$ cat config.mk
export PLATFORM = sky130hd
export DESIGN_NAME = aux_clock_and_lock_detect
export DESIGN_NICKNAME = d
export VERILOG_FILES = /design/src/aux_clock_pkg.sv /design/src/aux_clock_and_lock_detect.sv
export SDC_FILE = /design/constraint.sdc
export NUM_CORES = 1
export LEC_CHECK = 0
export ABC_AREA = 1
export BUFFER_PORTS_ARGS = -buffer_cell sky130_fd_sc_hd__buf_2
export CAP_MARGIN = 20
export CORE_ASPECT_RATIO = 0.9
export CORE_UTILIZATION = 55
export DETAILED_ROUTE_END_ITERATION = 10
export PLACE_DENSITY = 0.71
export SYNTH_ARGS = -nofsm -noshare
export SYNTH_HDL_FRONTEND = slang
export SYNTH_SLANG_ARGS = --single-unit
export TNS_END_PERCENT = 20
$ cat constraint.sdc
create_clock -name core_clk_i -period 6.9 [get_ports core_clk_i]
set_input_delay 0 -clock core_clk_i [delete_from_list [all_inputs] [get_ports core_clk_i]]
set_output_delay 0 -clock core_clk_i [all_outputs]
set_load 0.005 [all_outputs]
$ cat src/aux_clock_pkg.sv
// Package: register map, field layouts, reset values and timing for the aux clock block
package aux_clock_pkg;

  // Register indices on the main serial port
  localparam logic [5:0] ADDR_AUX_CFG_ONE = 6'h18;
  localparam logic [5:0] ADDR_AUX_CFG_TWO = 6'h19;
  localparam logic [5:0] ADDR_LOCK_CFG = 6'h1a;
  localparam logic [5:0] ADDR_STATUS = 6'h1f;

  // Reset values
  localparam logic [23:0] AUX_CFG_ONE_RST = 24'h0000a0;
  localparam logic [23:0] AUX_CFG_TWO_RST = 24'h00000f;
  localparam logic [23:0] LOCK_CFG_RST = 24'h001040;

  // Status register: locked flag in bit 0
  localparam int STATUS_LOCK_POS = 0;

  // Source selector codes
  localparam logic [1:0] SRC_VCO_DIV = 2'h0;
  localparam logic [1:0] SRC_XREF = 2'h1;
  localparam logic [1:0] SRC_REF_DIV = 2'h2;
  localparam logic [1:0] SRC_RING = 2'h3;

  // Clock forming modes
  localparam logic [1:0] FORM_BYPASS = 2'h0;
  localparam logic [1:0] FORM_DELAY = 2'h1;
  localparam logic [1:0] FORM_RING = 2'h2;
  localparam logic [1:0] FORM_RING_GATED = 2'h3;

  // Delay modulation modes
  localparam logic [1:0] DMOD_PASS = 2'h0;
  localparam logic [1:0] DMOD_SQUARE = 2'h1;
  localparam logic [1:0] DMOD_LFSR_LO = 2'h2;
  localparam logic [1:0] DMOD_LFSR_HI = 2'h3;

  // Timing: asymmetric window offset, nominal 10 ns, at 25 ns per cycle
  localparam int CLK_PERIOD_PS = 25000;
  localparam int ASYM_WIN_PS = 10000;
  localparam int ASYM_WIN_CYC_RAW = (ASYM_WIN_PS + CLK_PERIOD_PS - 1) / CLK_PERIOD_PS;
  localparam logic [15:0] ASYM_WIN_CYC = 16'(ASYM_WIN_CYC_RAW < 1 ? 1 : ASYM_WIN_CYC_RAW);

  // Seed loaded into the LFSR at reset, never all zero
  localparam logic [9:0] LFSR_SEED = 10'h001;

  typedef struct packed {
    logic pad;
    logic [2:0] low_delay;
    logic [7:0] frac_step;
    logic [1:0] dmod_mode;
    logic accum_en;
    logic lfsr_en;
    logic aux_to_dsm;
    logic [2:0] div_sel;
    logic [1:0] form_mode;
    logic [1:0] src_sel;
  } aux_cfg_one_type;

  typedef struct packed {
    logic [18:0] pad;
    logic lfsr_from_ring;
    logic clk_invert;
    logic [2:0] high_delay;
  } aux_cfg_two_type;

  typedef struct packed {
    logic [3:0] pad;
    logic ring_test;
    logic [1:0] win_duration;
    logic [1:0] ring_speed;
    logic ring_window_sel;
    logic lock_to_serial_out_forced;
    logic lock_to_serial_out_auto;
    logic asym_up;
    logic asym_en;
    logic [9:0] lock_threshold;
  } lock_cfg_type;

  typedef enum logic [0:0] {
    WIN_IDLE = 1'b0,
    WIN_OPEN = 1'b1
  } win_state_type;

endpackage

$ cat src/aux_clock_and_lock_detect.sv
// Auxiliary clock generator, delay modulator and lock detector with register file
`timescale 1ns/1ps
module aux_clock_and_lock_detect
  import aux_clock_pkg::*;
#(
  parameter int RING_HALF_BASE = 2,
  parameter int WIN_BASE = 1024,
  parameter int DELAY_TAPS = 8
) (
  input wire logic core_clk_i,
  input wire logic reset_n_i,
  input wire logic reg_wr_i,
  input wire logic reg_rd_i,
  input wire logic [5:0] reg_addr_i,
  input wire logic [23:0] reg_wdata_i,
  output logic [23:0] reg_rdata_o,
  input wire logic vco_div_clk_i,
  input wire logic xref_clk_i,
  input wire logic ref_div_clk_i,
  input wire logic natural_ref_clk_i,
  input wire logic ref_clk_i,
  input wire logic analog_window_i,
  input wire logic sdo_read_active_i,
  input wire logic sdo_read_data_i,
  output logic serial_data_o,
  output logic aux_clk_o,
  output logic dsm_ref_clk_o,
  output logic [2:0] delay_setting_o,
  output logic ring_osc_o,
  output logic lock_window_o,
  output logic locked_o
);

  // Edge test used on every sampled clock except natural_ref_clk_i, which is only retimed
  function automatic logic rise(input logic cur, input logic prev);
    return cur & ~prev;
  endfunction

  //////////////////////////////////////////////////////////////////////////////
  // Register file
  aux_cfg_one_type cfg_one_r;
  aux_cfg_two_type cfg_two_r;
  lock_cfg_type lock_cfg_r;
  logic locked_r;
  logic [23:0] rdata_nxt;

  wire wr_one = reg_wr_i && (reg_addr_i == ADDR_AUX_CFG_ONE);
  wire wr_two = reg_wr_i && (reg_addr_i == ADDR_AUX_CFG_TWO);
  wire wr_lock = reg_wr_i && (reg_addr_i == ADDR_LOCK_CFG);
  wire [23:0] status_word = 24'(locked_r) << STATUS_LOCK_POS;

  // Read mux; unmapped indices read as zero, pad bits as zero
  always_comb begin
    case (reg_addr_i)
      ADDR_AUX_CFG_ONE: rdata_nxt = {1'b0, cfg_one_r[22:0]};
      ADDR_AUX_CFG_TWO: rdata_nxt = {19'h0, cfg_two_r[4:0]};
      ADDR_LOCK_CFG: rdata_nxt = {4'h0, lock_cfg_r[19:0]};
      ADDR_STATUS: rdata_nxt = status_word;
      default: rdata_nxt = 24'h000000;
    endcase
  end

  // Defaults at reset, hold until rewritten
  always_ff @(posedge core_clk_i) begin
    if (!reset_n_i) begin
      cfg_one_r <= AUX_CFG_ONE_RST;
      cfg_two_r <= AUX_CFG_TWO_RST;
      lock_cfg_r <= LOCK_CFG_RST;
      reg_rdata_o <= 24'h000000;
    end else begin
      if (wr_one) cfg_one_r <= reg_wdata_i;
      if (wr_two) cfg_two_r <= reg_wdata_i;
      if (wr_lock) lock_cfg_r <= reg_wdata_i;
      if (reg_rd_i) reg_rdata_o <= rdata_nxt;
    end
  end

  //////////////////////////////////////////////////////////////////////////////
  // Ring oscillator, modelled as a divided core clock
  logic [15:0] ring_cnt_r;
  logic ring_r;
  wire ring_needed = (cfg_one_r.src_sel == SRC_RING) || cfg_one_r.form_mode[1]
    || lock_cfg_r.ring_window_sel || lock_cfg_r.ring_test || cfg_two_r.lfsr_from_ring;
  wire [15:0] ring_half = 16'(RING_HALF_BASE) << lock_cfg_r.ring_speed;

  always_ff @(posedge core_clk_i) begin
    if (!reset_n_i) begin
      ring_cnt_r <= 16'h0000;
      ring_r <= 1'b0;
    end else if (!ring_needed) begin
      ring_cnt_r <= 16'h0000;
      ring_r <= 1'b0;
    end else if (ring_cnt_r + 16'h0001 >= ring_half) begin
      ring_cnt_r <= 16'h0000;
      ring_r <= ~ring_r;
    end else begin
      ring_cnt_r <= ring_cnt_r + 16'h0001;
    end
  end

  //////////////////////////////////////////////////////////////////////////////
  // Source select, clock forming and divider
  logic [DELAY_TAPS-1:0] dly_line_r;
  logic formed_prev_r;
  logic [6:0] div_cnt_r;
  logic aux_nxt;
  logic formed;

  wire src_clk = (cfg_one_r.src_sel == SRC_VCO_DIV) ? vco_div_clk_i :
                 (cfg_one_r.src_sel == SRC_XREF) ? xref_clk_i :
                 (cfg_one_r.src_sel == SRC_REF_DIV) ? ref_div_clk_i : ring_r;
  wire [2:0] dly_sel;
  wire delayed_clk = dly_line_r[dly_sel];

  // Forming mode selection
  always_comb begin
    case (cfg_one_r.form_mode)
      FORM_BYPASS: formed = src_clk;
      FORM_DELAY: formed = delayed_clk;
      FORM_RING: formed = ring_r;
      FORM_RING_GATED: formed = ring_r & src_clk;
      default: formed = src_clk;
    endcase
  end

  // Divide by two to the power of the select; select zero passes straight
  always_comb begin
    if (cfg_one_r.div_sel == 3'h0) aux_nxt = formed;
    else aux_nxt = div_cnt_r[cfg_one_r.div_sel - 3'h1];
  end

  always_ff @(posedge core_clk_i) begin
    if (!reset_n_i) begin
      dly_line_r <= '0;
      formed_prev_r <= 1'b0;
      div_cnt_r <= 7'h00;
      aux_clk_o <= 1'b0;
      dsm_ref_clk_o <= 1'b0;
    end else begin
      dly_line_r <= {dly_line_r[DELAY_TAPS-2:0], src_clk};
      formed_prev_r <= formed;
      if (rise(formed, formed_prev_r)) div_cnt_r <= div_cnt_r + 7'h01;
      aux_clk_o <= aux_nxt;
      dsm_ref_clk_o <= cfg_one_r.aux_to_dsm ? aux_nxt : natural_ref_clk_i;
    end
  end

  //////////////////////////////////////////////////////////////////////////////
  // Delay modulator: LFSR, accumulator and delay value
  logic [9:0] lfsr_r;
  logic [7:0] acc_r;
  logic square_r;
  logic mod_prev_r;
  logic lfsr_clk_prev_r;
  logic [2:0] dly_nxt;

  wire mod_clk = aux_clk_o ^ cfg_two_r.clk_invert;
  wire mod_tick = rise(mod_clk, mod_prev_r);
  wire lfsr_clk = cfg_two_r.lfsr_from_ring ? ring_r : mod_clk;
  wire lfsr_tick = rise(lfsr_clk, lfsr_clk_prev_r);
  wire [8:0] acc_sum = {1'b0, acc_r} + {1'b0, cfg_one_r.frac_step};

  always_ff @(posedge core_clk_i) begin
    if (!reset_n_i) begin
      lfsr_r <= LFSR_SEED;
      acc_r <= 8'h00;
      square_r <= 1'b0;
      mod_prev_r <= 1'b0;
      lfsr_clk_prev_r <= 1'b0;
    end else begin
      mod_prev_r <= mod_clk;
      lfsr_clk_prev_r <= lfsr_clk;
      // Taps 10 and 7 give a maximal sequence
      if (cfg_one_r.lfsr_en && lfsr_tick) lfsr_r <= {lfsr_r[8:0], lfsr_r[9] ^ lfsr_r[6]};
      if (cfg_one_r.accum_en && mod_tick) begin
        acc_r <= acc_sum[7:0];
        if (acc_sum[8]) square_r <= ~square_r;
      end
    end
  end

  // Low amplitude flips bit 0 of the low value; high spans all settings
  always_comb begin
    case (cfg_one_r.dmod_mode)
      DMOD_PASS: dly_nxt = cfg_one_r.low_delay;
      DMOD_SQUARE: dly_nxt = square_r ? cfg_two_r.high_delay : cfg_one_r.low_delay;
      DMOD_LFSR_LO: dly_nxt = cfg_one_r.low_delay ^ {2'b00, lfsr_r[0]};
      DMOD_LFSR_HI: dly_nxt = lfsr_r[2:0];
      default: dly_nxt = cfg_one_r.low_delay;
    endcase
  end
  assign dly_sel = delay_setting_o;

  always_ff @(posedge core_clk_i) begin
    if (!reset_n_i) delay_setting_o <= 3'h0;
    else delay_setting_o <= dly_nxt;
  end

  //////////////////////////////////////////////////////////////////////////////
  // Lock detector: one-shot window counting reference edges
  win_state_type win_state_r;
  logic [19:0] win_cnt_r;
  logic [10:0] ref_cnt_r;
  logic ref_prev_r;
  logic ring_prev_r;
  logic analog_prev_r;

  wire ref_tick = rise(ref_clk_i, ref_prev_r);
  wire ring_tick = rise(ring_r, ring_prev_r);
  wire analog_fall = ~analog_window_i & analog_prev_r;
  wire [19:0] win_base = 20'(WIN_BASE) << lock_cfg_r.win_duration;
  wire [19:0] asym_adj = 20'(ASYM_WIN_CYC);
  wire [19:0] win_len = !lock_cfg_r.asym_en ? win_base :
                        lock_cfg_r.asym_up ? win_base + asym_adj : win_base - asym_adj;
  // Ring window counts ring edges; the analog one-shot ends on its own falling edge
  wire win_step = lock_cfg_r.ring_window_sel ? ring_tick : 1'b1;
  wire win_done = (win_state_r == WIN_OPEN) && (lock_cfg_r.ring_window_sel ?
                  (win_cnt_r >= win_len) : analog_fall);
  wire [10:0] ref_cnt_nxt = ref_cnt_r + {10'h000, ref_tick};
  wire lock_hit = ref_cnt_nxt >= {1'b0, lock_cfg_r.lock_threshold};

  always_ff @(posedge core_clk_i) begin
    if (!reset_n_i) begin
      win_state_r <= WIN_IDLE;
      win_cnt_r <= 20'h00000;
      ref_cnt_r <= 11'h000;
      ref_prev_r <= 1'b0;
      ring_prev_r <= 1'b0;
      analog_prev_r <= 1'b0;
      locked_r <= 1'b0;
    end else begin
      ref_prev_r <= ref_clk_i;
      ring_prev_r <= ring_r;
      analog_prev_r <= analog_window_i;
      case (win_state_r)
        WIN_IDLE: begin
          if (ref_tick) begin
            win_state_r <= WIN_OPEN;
            win_cnt_r <= 20'h00000;
            ref_cnt_r <= 11'h000;
          end
        end
        WIN_OPEN: begin
          if (win_done) begin
            win_state_r <= WIN_IDLE;
            locked_r <= lock_hit;
          end else begin
            if (win_step) win_cnt_r <= win_cnt_r + 20'h00001;
            if (!ref_cnt_r[10]) ref_cnt_r <= ref_cnt_nxt;
          end
        end
        default: win_state_r <= WIN_IDLE;
      endcase
    end
  end

  //////////////////////////////////////////////////////////////////////////////
  // Output pins; forced mode wins over read data
  always_ff @(posedge core_clk_i) begin
    if (!reset_n_i) begin
      serial_data_o <= 1'b0;
      ring_osc_o <= 1'b0;
      lock_window_o <= 1'b0;
      locked_o <= 1'b0;
    end else begin
      if (lock_cfg_r.lock_to_serial_out_forced) serial_data_o <= locked_r;
      else if (sdo_read_active_i) serial_data_o <= sdo_read_data_i;
      else serial_data_o <= lock_cfg_r.lock_to_serial_out_auto & locked_r;
      ring_osc_o <= ring_r;
      lock_window_o <= (win_state_r == WIN_OPEN);
      locked_o <= locked_r;
    end
  end
endmodule

* Yosys cells after proc, flatten, opt, wreduce, memory -nomap -nowiden
Index checks and enable logic that the tools add are counted.
** Word-level totals
- Register bits after elaboration :: 170
- Input bits :: 42
- Output and inout bits :: 33
- Word-level logic and storage cells :: 152
** Cells by class
- Add/sub/neg operators :: 8
- Order comparisons :: 5
- Equality and inequality tests :: 17
- Shift operators :: 2
- Mux-type cells :: 31
- Bitwise operators :: 22
- Reductions and logical operators :: 21
** Operator list (count)
- 2-to-1 mux 20 bit :: 5
- case mux 23 bit (4 select lines) :: 1
- adder 20 x 1 -> 20 bit, second input constant :: 2
- case mux 20 bit (2 select lines) :: 1
- 2-to-1 mux 11 bit :: 3
- == test 6 x 5 -> 1 bit, second input constant :: 4
- case mux 11 bit (2 select lines) :: 1
- greater-or-equal comparator 20 bit :: 1
- << shifter 11 x 2 -> 20 bit, first input constant :: 1
- subtractor 20 x 1 -> 20 bit, second input constant :: 1
- adder 16 x 1 -> 16 bit, second input constant :: 1
- greater-or-equal comparator 16 bit :: 1
- << shifter 2 x 2 -> 16 bit, first input constant :: 1
- 2-to-1 mux 1 bit :: 14
- == test 2 bit, second input constant :: 6
- case mux 3 bit (4 select lines) :: 1
- adder 11 x 1 -> 11 bit :: 1
- greater-or-equal comparator 11 x 10 -> 1 bit :: 1
- NOT 1 bit :: 11
- adder 8 x 8 -> 9 bit :: 1
- AND 1 bit :: 8
- less-than comparator 3 x 4 -> 1 bit, second input constant :: 2
- AND reduction 2 bit :: 4
- adder 7 x 1 -> 7 bit, second input constant :: 1
- other kinds (16) :: 33

* Depth between registers and ports, before layout
- Depth in word-level cells :: 9
- Depth in mapped cells :: 29
- Mapped depth without buffers :: 29

* Worst setup path before layout
Ideal clock, no wire load.
- Kind :: reg2reg
- Start :: register lock_cfg_r[17] (netlist name)
- End :: register win_cnt_r[10]
- Library setup time :: 115 ps
- Arrival :: 3202 ps
- Required time :: 6785 ps
- Setup slack :: 3583 ps
- Cell stages (with the launch flop) :: 29
- Buffers on the path :: 1
- Period minus slack after synthesis :: 3317 ps
- Path through :: dfxtp_1 inv_1 nor2_1 inv_1 nor2_1 nor2_1 ha_1 inv_1 nand2_1 a21oi_1 nor2_1 nor2_1 ha_1 or2_2 ha_1 nand2_1 nor2_1 nand2_1 nor2_1 nand2_1 nand2_1 nor2_1 nand2_1 nand2_2 nand2_4 nand2_4 buf_6 a21oi_1 nor2_1
** On the way
- Cells in the longest elaborated chain, start to end :: 9
- Elaborated cells on any way between the ends :: 10
- Those cells by class :: add/sub: 2; order compare: 1; eq/ne: 1; shift: 1; mux: 3; reduce/logical: 2
** RTL lines
- from (decl) :: line aux_clock_and_lock_detect.sv:43 : lock_cfg_type lock_cfg_r;
- from (signal assigned) :: line aux_clock_and_lock_detect.sv:73 : if (wr_lock) lock_cfg_r <= reg_wdata_i;
- << shifter 11 x 2 -> 20 bit (*) :: line aux_clock_and_lock_detect.sv:211 : wire [19:0] win_base = 20'(WIN_BASE) << lock_cfg_r.win_duration;
- subtractor 20 x 1 -> 20 bit or adder 20 x 1 -> 20 bit (tied branches) :: line aux_clock_and_lock_detect.sv:214 : lock_cfg_r.asym_up ? win_base + asym_adj : win_base - asym_adj;
- 2-to-1 mux 20 bit :: line aux_clock_and_lock_detect.sv:214
- 2-to-1 mux 20 bit (*) :: line aux_clock_and_lock_detect.sv:213 : wire [19:0] win_len = !lock_cfg_r.asym_en ? win_base :
- greater-or-equal comparator 20 bit (*) :: line aux_clock_and_lock_detect.sv:218 : (win_cnt_r >= win_len) : analog_fall);
- 2-to-1 mux 1 bit (*) :: line aux_clock_and_lock_detect.sv:217 : wire win_done = (win_state_r == WIN_OPEN) && (lock_cfg_r.ring_window_sel ?
- logical AND 1 bit (*) :: line aux_clock_and_lock_detect.sv:217
- != test 2 bit (no source line) (*)
- AND reduction 3 bit (no source line) (*)
- to (signal assigned) :: line aux_clock_and_lock_detect.sv:248 : if (win_step) win_cnt_r <= win_cnt_r + 20'h00001;
- to (decl) :: line aux_clock_and_lock_detect.sv:202 : logic [19:0] win_cnt_r;
Mark *: on every way between the ends. The rest lies on a longest branch, timed or not.
A chain may end at the register's enable or synchronous reset.

* Final worst setup path
- Start :: register lock_cfg_r[17] (netlist name)
- End :: register ref_cnt_r[4]
** On the way
- Cells in the longest elaborated chain, start to end :: 9
- Elaborated cells on any way between the ends :: 10
- Those cells by class :: add/sub: 2; order compare: 1; eq/ne: 1; shift: 1; mux: 3; reduce/logical: 2
** RTL lines
- << shifter 11 x 2 -> 20 bit (*) :: line aux_clock_and_lock_detect.sv:211
- subtractor 20 x 1 -> 20 bit or adder 20 x 1 -> 20 bit (tied branches) :: line aux_clock_and_lock_detect.sv:214
- 2-to-1 mux 20 bit :: line aux_clock_and_lock_detect.sv:214
- 2-to-1 mux 20 bit (*) :: line aux_clock_and_lock_detect.sv:213
- greater-or-equal comparator 20 bit (*) :: line aux_clock_and_lock_detect.sv:218
- 2-to-1 mux 1 bit (*) :: line aux_clock_and_lock_detect.sv:217
- logical AND 1 bit (*) :: line aux_clock_and_lock_detect.sv:217
- != test 2 bit (no source line) (*)
- AND reduction 3 bit (no source line) (*)
- to (signal assigned) :: line aux_clock_and_lock_detect.sv:249 : if (!ref_cnt_r[10]) ref_cnt_r <= ref_cnt_nxt;
- to (decl) :: line aux_clock_and_lock_detect.sv:203 : logic [10:0] ref_cnt_r;
Marks and branches as above.

==> reports/results.tsv <==
stage	metric	value	unit
cts	clock_tree.root_cell	clkbuf_16	
timing	period_needed	4.142	ns
cts	path_clk_slew	0.06	ns
global_routing	grt_pass1_vias	7568	
synth	netlist_area	0.008892	mm2
power	p_int	1.556	mW
timing	rsz0062_at_grt	no	
synth	synth-seq-cells	169	
finish	drive_gt1_share	10.32	%
cts	h-tree-depth	4	
synth	yosys.area_share.simple	24.09	%
place	place.gp.congestion	0.8890	
routing	ant_nets	0	
synth	yosys.area.top_type	dfxtp_1	
finish	areaGrowthSynthToFinish	15.80	%
synth	synth-async-reset-ratio	0	%
setup_path	r2r_end	ref_cnt_r[4]	
setup_path	worstReg2RegStart	lock_cfg_r[17]	
setup_path	rr_worst_depth	27	
cts	cts.repair.resized	0	
synth	synth_top_family_by_area	simple AND/OR/NAND/NOR gates	
place	place_hpwl	15960	um
flow_run	cap_viol_max_count	0	
place	io_buffers	72	
global_routing	grt_max_degree	82	
power	sw_frac_of_total	26.67	%
die	fp-row-count	43	
timing	setup_tns	0	ns
global_routing	gr-total-overflow	0	
power	peakVddDrop	0.1883	mV
die	die_y	122.6	um
synth	synth_edf_count	0	
synth	synth-compound-area-share	17.10	%
cts	cts_tree	yes	
routing	wl_per_cell	14.38	um
power	p_per_area	206.0	mW/mm2
min_path	hold_class	input port to flop	
min_path	hold_depth	5	
routing	wl	22420	um
finish	num-nets-final	1444	
timing	slew_headroom	30.15	%
routing	firstDrtPassIters	6	
timing	timing.hold.ws	0.02365	ns
timing	clock.fmax	241.4	MHz
timing	tightest_slew	1.047	ns
synth	synthAdderAreaFrac	8.245	%
routing	routed_via_density	5.345	
die	core_region_area	0.01560	mm2
routing	vias	8333	
setup_path	crit_type	flop to flop	
synth	synth.mux.area_fraction	0	%
finish	layout_commonest_cell	nand2_1	
global_routing	grt_pass1_wl	36890	um
routing	drc	0	
outcome	outcome	completed	
synth	synth_area_leaders	dfxtp_1 38%, nand2_1 9.4%, ha_1 8.0%	
power	clkPwrFrac	42.2	%
die	initial_core_util	56.99	%
setup_path	r2r_slack	2.76	ns
synth	ys_warn_count	0	
die	die_w	136.0	um
cts	clock_path_buffers	2	
power	power_frac_seq	48.4	%
cts	cts.sinks	169	
cts	clkLatencyLatePin	0.43	ns
synth	ys_seq_area_share	38.05	%
timing	skew	0.01013	ns
cts	numCtsBuffers	17	
timing	finalSetupViolations	0	
setup_path	startpoint_type	flop	
timing	finalCritPeriodShare	60.03	%
global_routing	antenna_found_initial	0	
min_path	whs_endpoint	dly_line_r[0]	
synth	synth.avg_cell_area	7.148	um2
power	leakage	4.677	nW
routing	drt-initial-drc-count	587	
setup_path	end_kind	flop	
finish	diodes	0	
timing	finalMaxSlewViolations	0	
die	die-area	0.01668	mm2
synth	synthXorXnorAreaFrac	3.250	%
power	p_sw	0.5658	mW
setup_path	worst-path-max-fanout	11	
timing	hold_viol_final	0	
die	ioPinCount	75	
synth	syn_inst	1244	
global_routing	grt_usage	28.14	%
synth	synth.top_cell.area_share	38.05	%
min_path	min_from	vco_div_clk_i	
finish	final_cell_mix	222 x nand2_1, 169 x dfxtp_1, 165 x inv_1, 132 x nor2_1, 120 x o21ai_0	
setup_path	cp.arrival	4.45	ns
synth	yosysUniqueCellTypes	44	
synth	yosys_most_used_dff	dfxtp_1	
power	p_comb_share	9.3	%
setup_path	required	7.21	ns
final cells by class:
type / instances / area, um2
fillers: 1424 / 5305
multi-input cells: 877 / 4730
flip-flops and latches: 169 / 3383
repair buffers: 112 / 750.7
inverters: 167 / 626.9
clock buffers: 18 / 439.2
well taps: 202 / 252.7
clock inverters: 14 / 115.1
power groups by stage:
stage	registers (mW)	logic (mW)	clock network (mW)
2_1_floorplan	1.04	0.137	0
3_3_place_gp	1.05	0.178	0
3_5_place_dp	1.05	0.181	0
4_1_cts	1.03	0.196	0.912
5_1_grt	1.03	0.228	0.953
6_report	1.03	0.198	0.896
worst max-delay path: stages (launching register included):
cell	delay, ns
dfxtp_1	0.40
inv_1	0.09
nor2_1	0.14
inv_1	0.07
nor2_1	0.16
nor2_1	0.09
ha_1	0.21
inv_1	0.05
nand2_1	0.07
a21oi_1	0.13
nor2_1	0.05
nor2_1	0.13
ha_1	0.25
or2_2	0.30
ha_1	0.27
nand2_1	0.05
nor2_1	0.17
nand2_1	0.10
nor2_1	0.09
nand2_1	0.05
nand2_1	0.05
nor2_1	0.04
nand2_1	0.10
nand3_1	0.10
nand2_1	0.34
inv_1	0.24
o21ai_0	0.22
nor2_1	0.05
per-stage QoR:
step | instances | instance area [um2] | power (mW) | setup slack, ns | utilization [%]
6_report | 1559 | 10300 | 2.122 | 2.758 | 66.00
2_1_floorplan | 1255 | 8934 | 1.177 | 3.583 | -
5_1_grt | 1559 | 10300 | 2.211 | 2.189 | 66.00
3_5_place_dp | 1492 | 9393 | 1.230 | 2.843 | 60.20
3_3_place_gp | 1492 | 9393 | 1.227 | 2.878 | 60.20
4_1_cts | 1559 | 10300 | 2.135 | 2.793 | 66.00
per-layer routing:
layer,GRT usage [%],share of wire (%),up-vias
li1,-,-,4285
met1,39.58,49,3785
met2,43.12,44,229
met3,5.452,5.2,34
met4,9.097,2.3,0
met5,0,0,-
how the worst max path moves through the flow:
stage	from	end	slack (ns)	depth (start not counted)
2_1_floorplan	lock_cfg_r[17]	win_cnt_r[10]	3.58	28
3_3_place_gp	lock_cfg_r[17]	ref_cnt_r[9]	2.88	27
3_5_place_dp	lock_cfg_r[17]	ref_cnt_r[4]	2.84	27
4_1_cts	lock_cfg_r[17]	ref_cnt_r[4]	2.79	27
5_1_grt	lock_cfg_r[17]	ref_cnt_r[4]	2.19	25
6_report	lock_cfg_r[17]	ref_cnt_r[4]	2.76	27
logic make-up after synthesis:
logic type	count (synthesis)
AO/OA/AOI/OAI	283
XOR/XNOR	33
adder cells (fa/ha/maj)	58
buffers and inverters	209
flip-flops	169
other	1
AND/OR/NAND/NOR	491
synthesized netlist by cell type (12+ instances only):
| cell | n |
|---|---|
| a21oi_1 | 107 |
| clkbuf_1 | 24 |
| dfxtp_1 | 169 |
| ha_1 | 57 |
| inv_1 | 165 |
| nand2_1 | 222 |
| nand3_1 | 73 |
| nand4_1 | 20 |
| nor2_1 | 132 |
| o211ai_1 | 13 |
| o21ai_0 | 120 |
| o22ai_1 | 15 |
| xnor2_1 | 12 |
| xor2_1 | 21 |
flip-flops by register name, indices dropped and copies added (netlist names), 7 cells and up:
signal / count
div_cnt_r: 7
reg_rdata_o: 23
win_cnt_r: 20
cfg_one_r: 23
ring_cnt_r: 16
lock_cfg_r: 20
dly_line_r: 8
lfsr_r: 10
acc_r: 8
ref_cnt_r: 11
what timing repair did:
action	in CTS	in global routing
hold endpoints to repair	61	0
hold buffers	35	0
buffers inserted	0	0
Note: power is estimated with default switching activity, not from simulation.
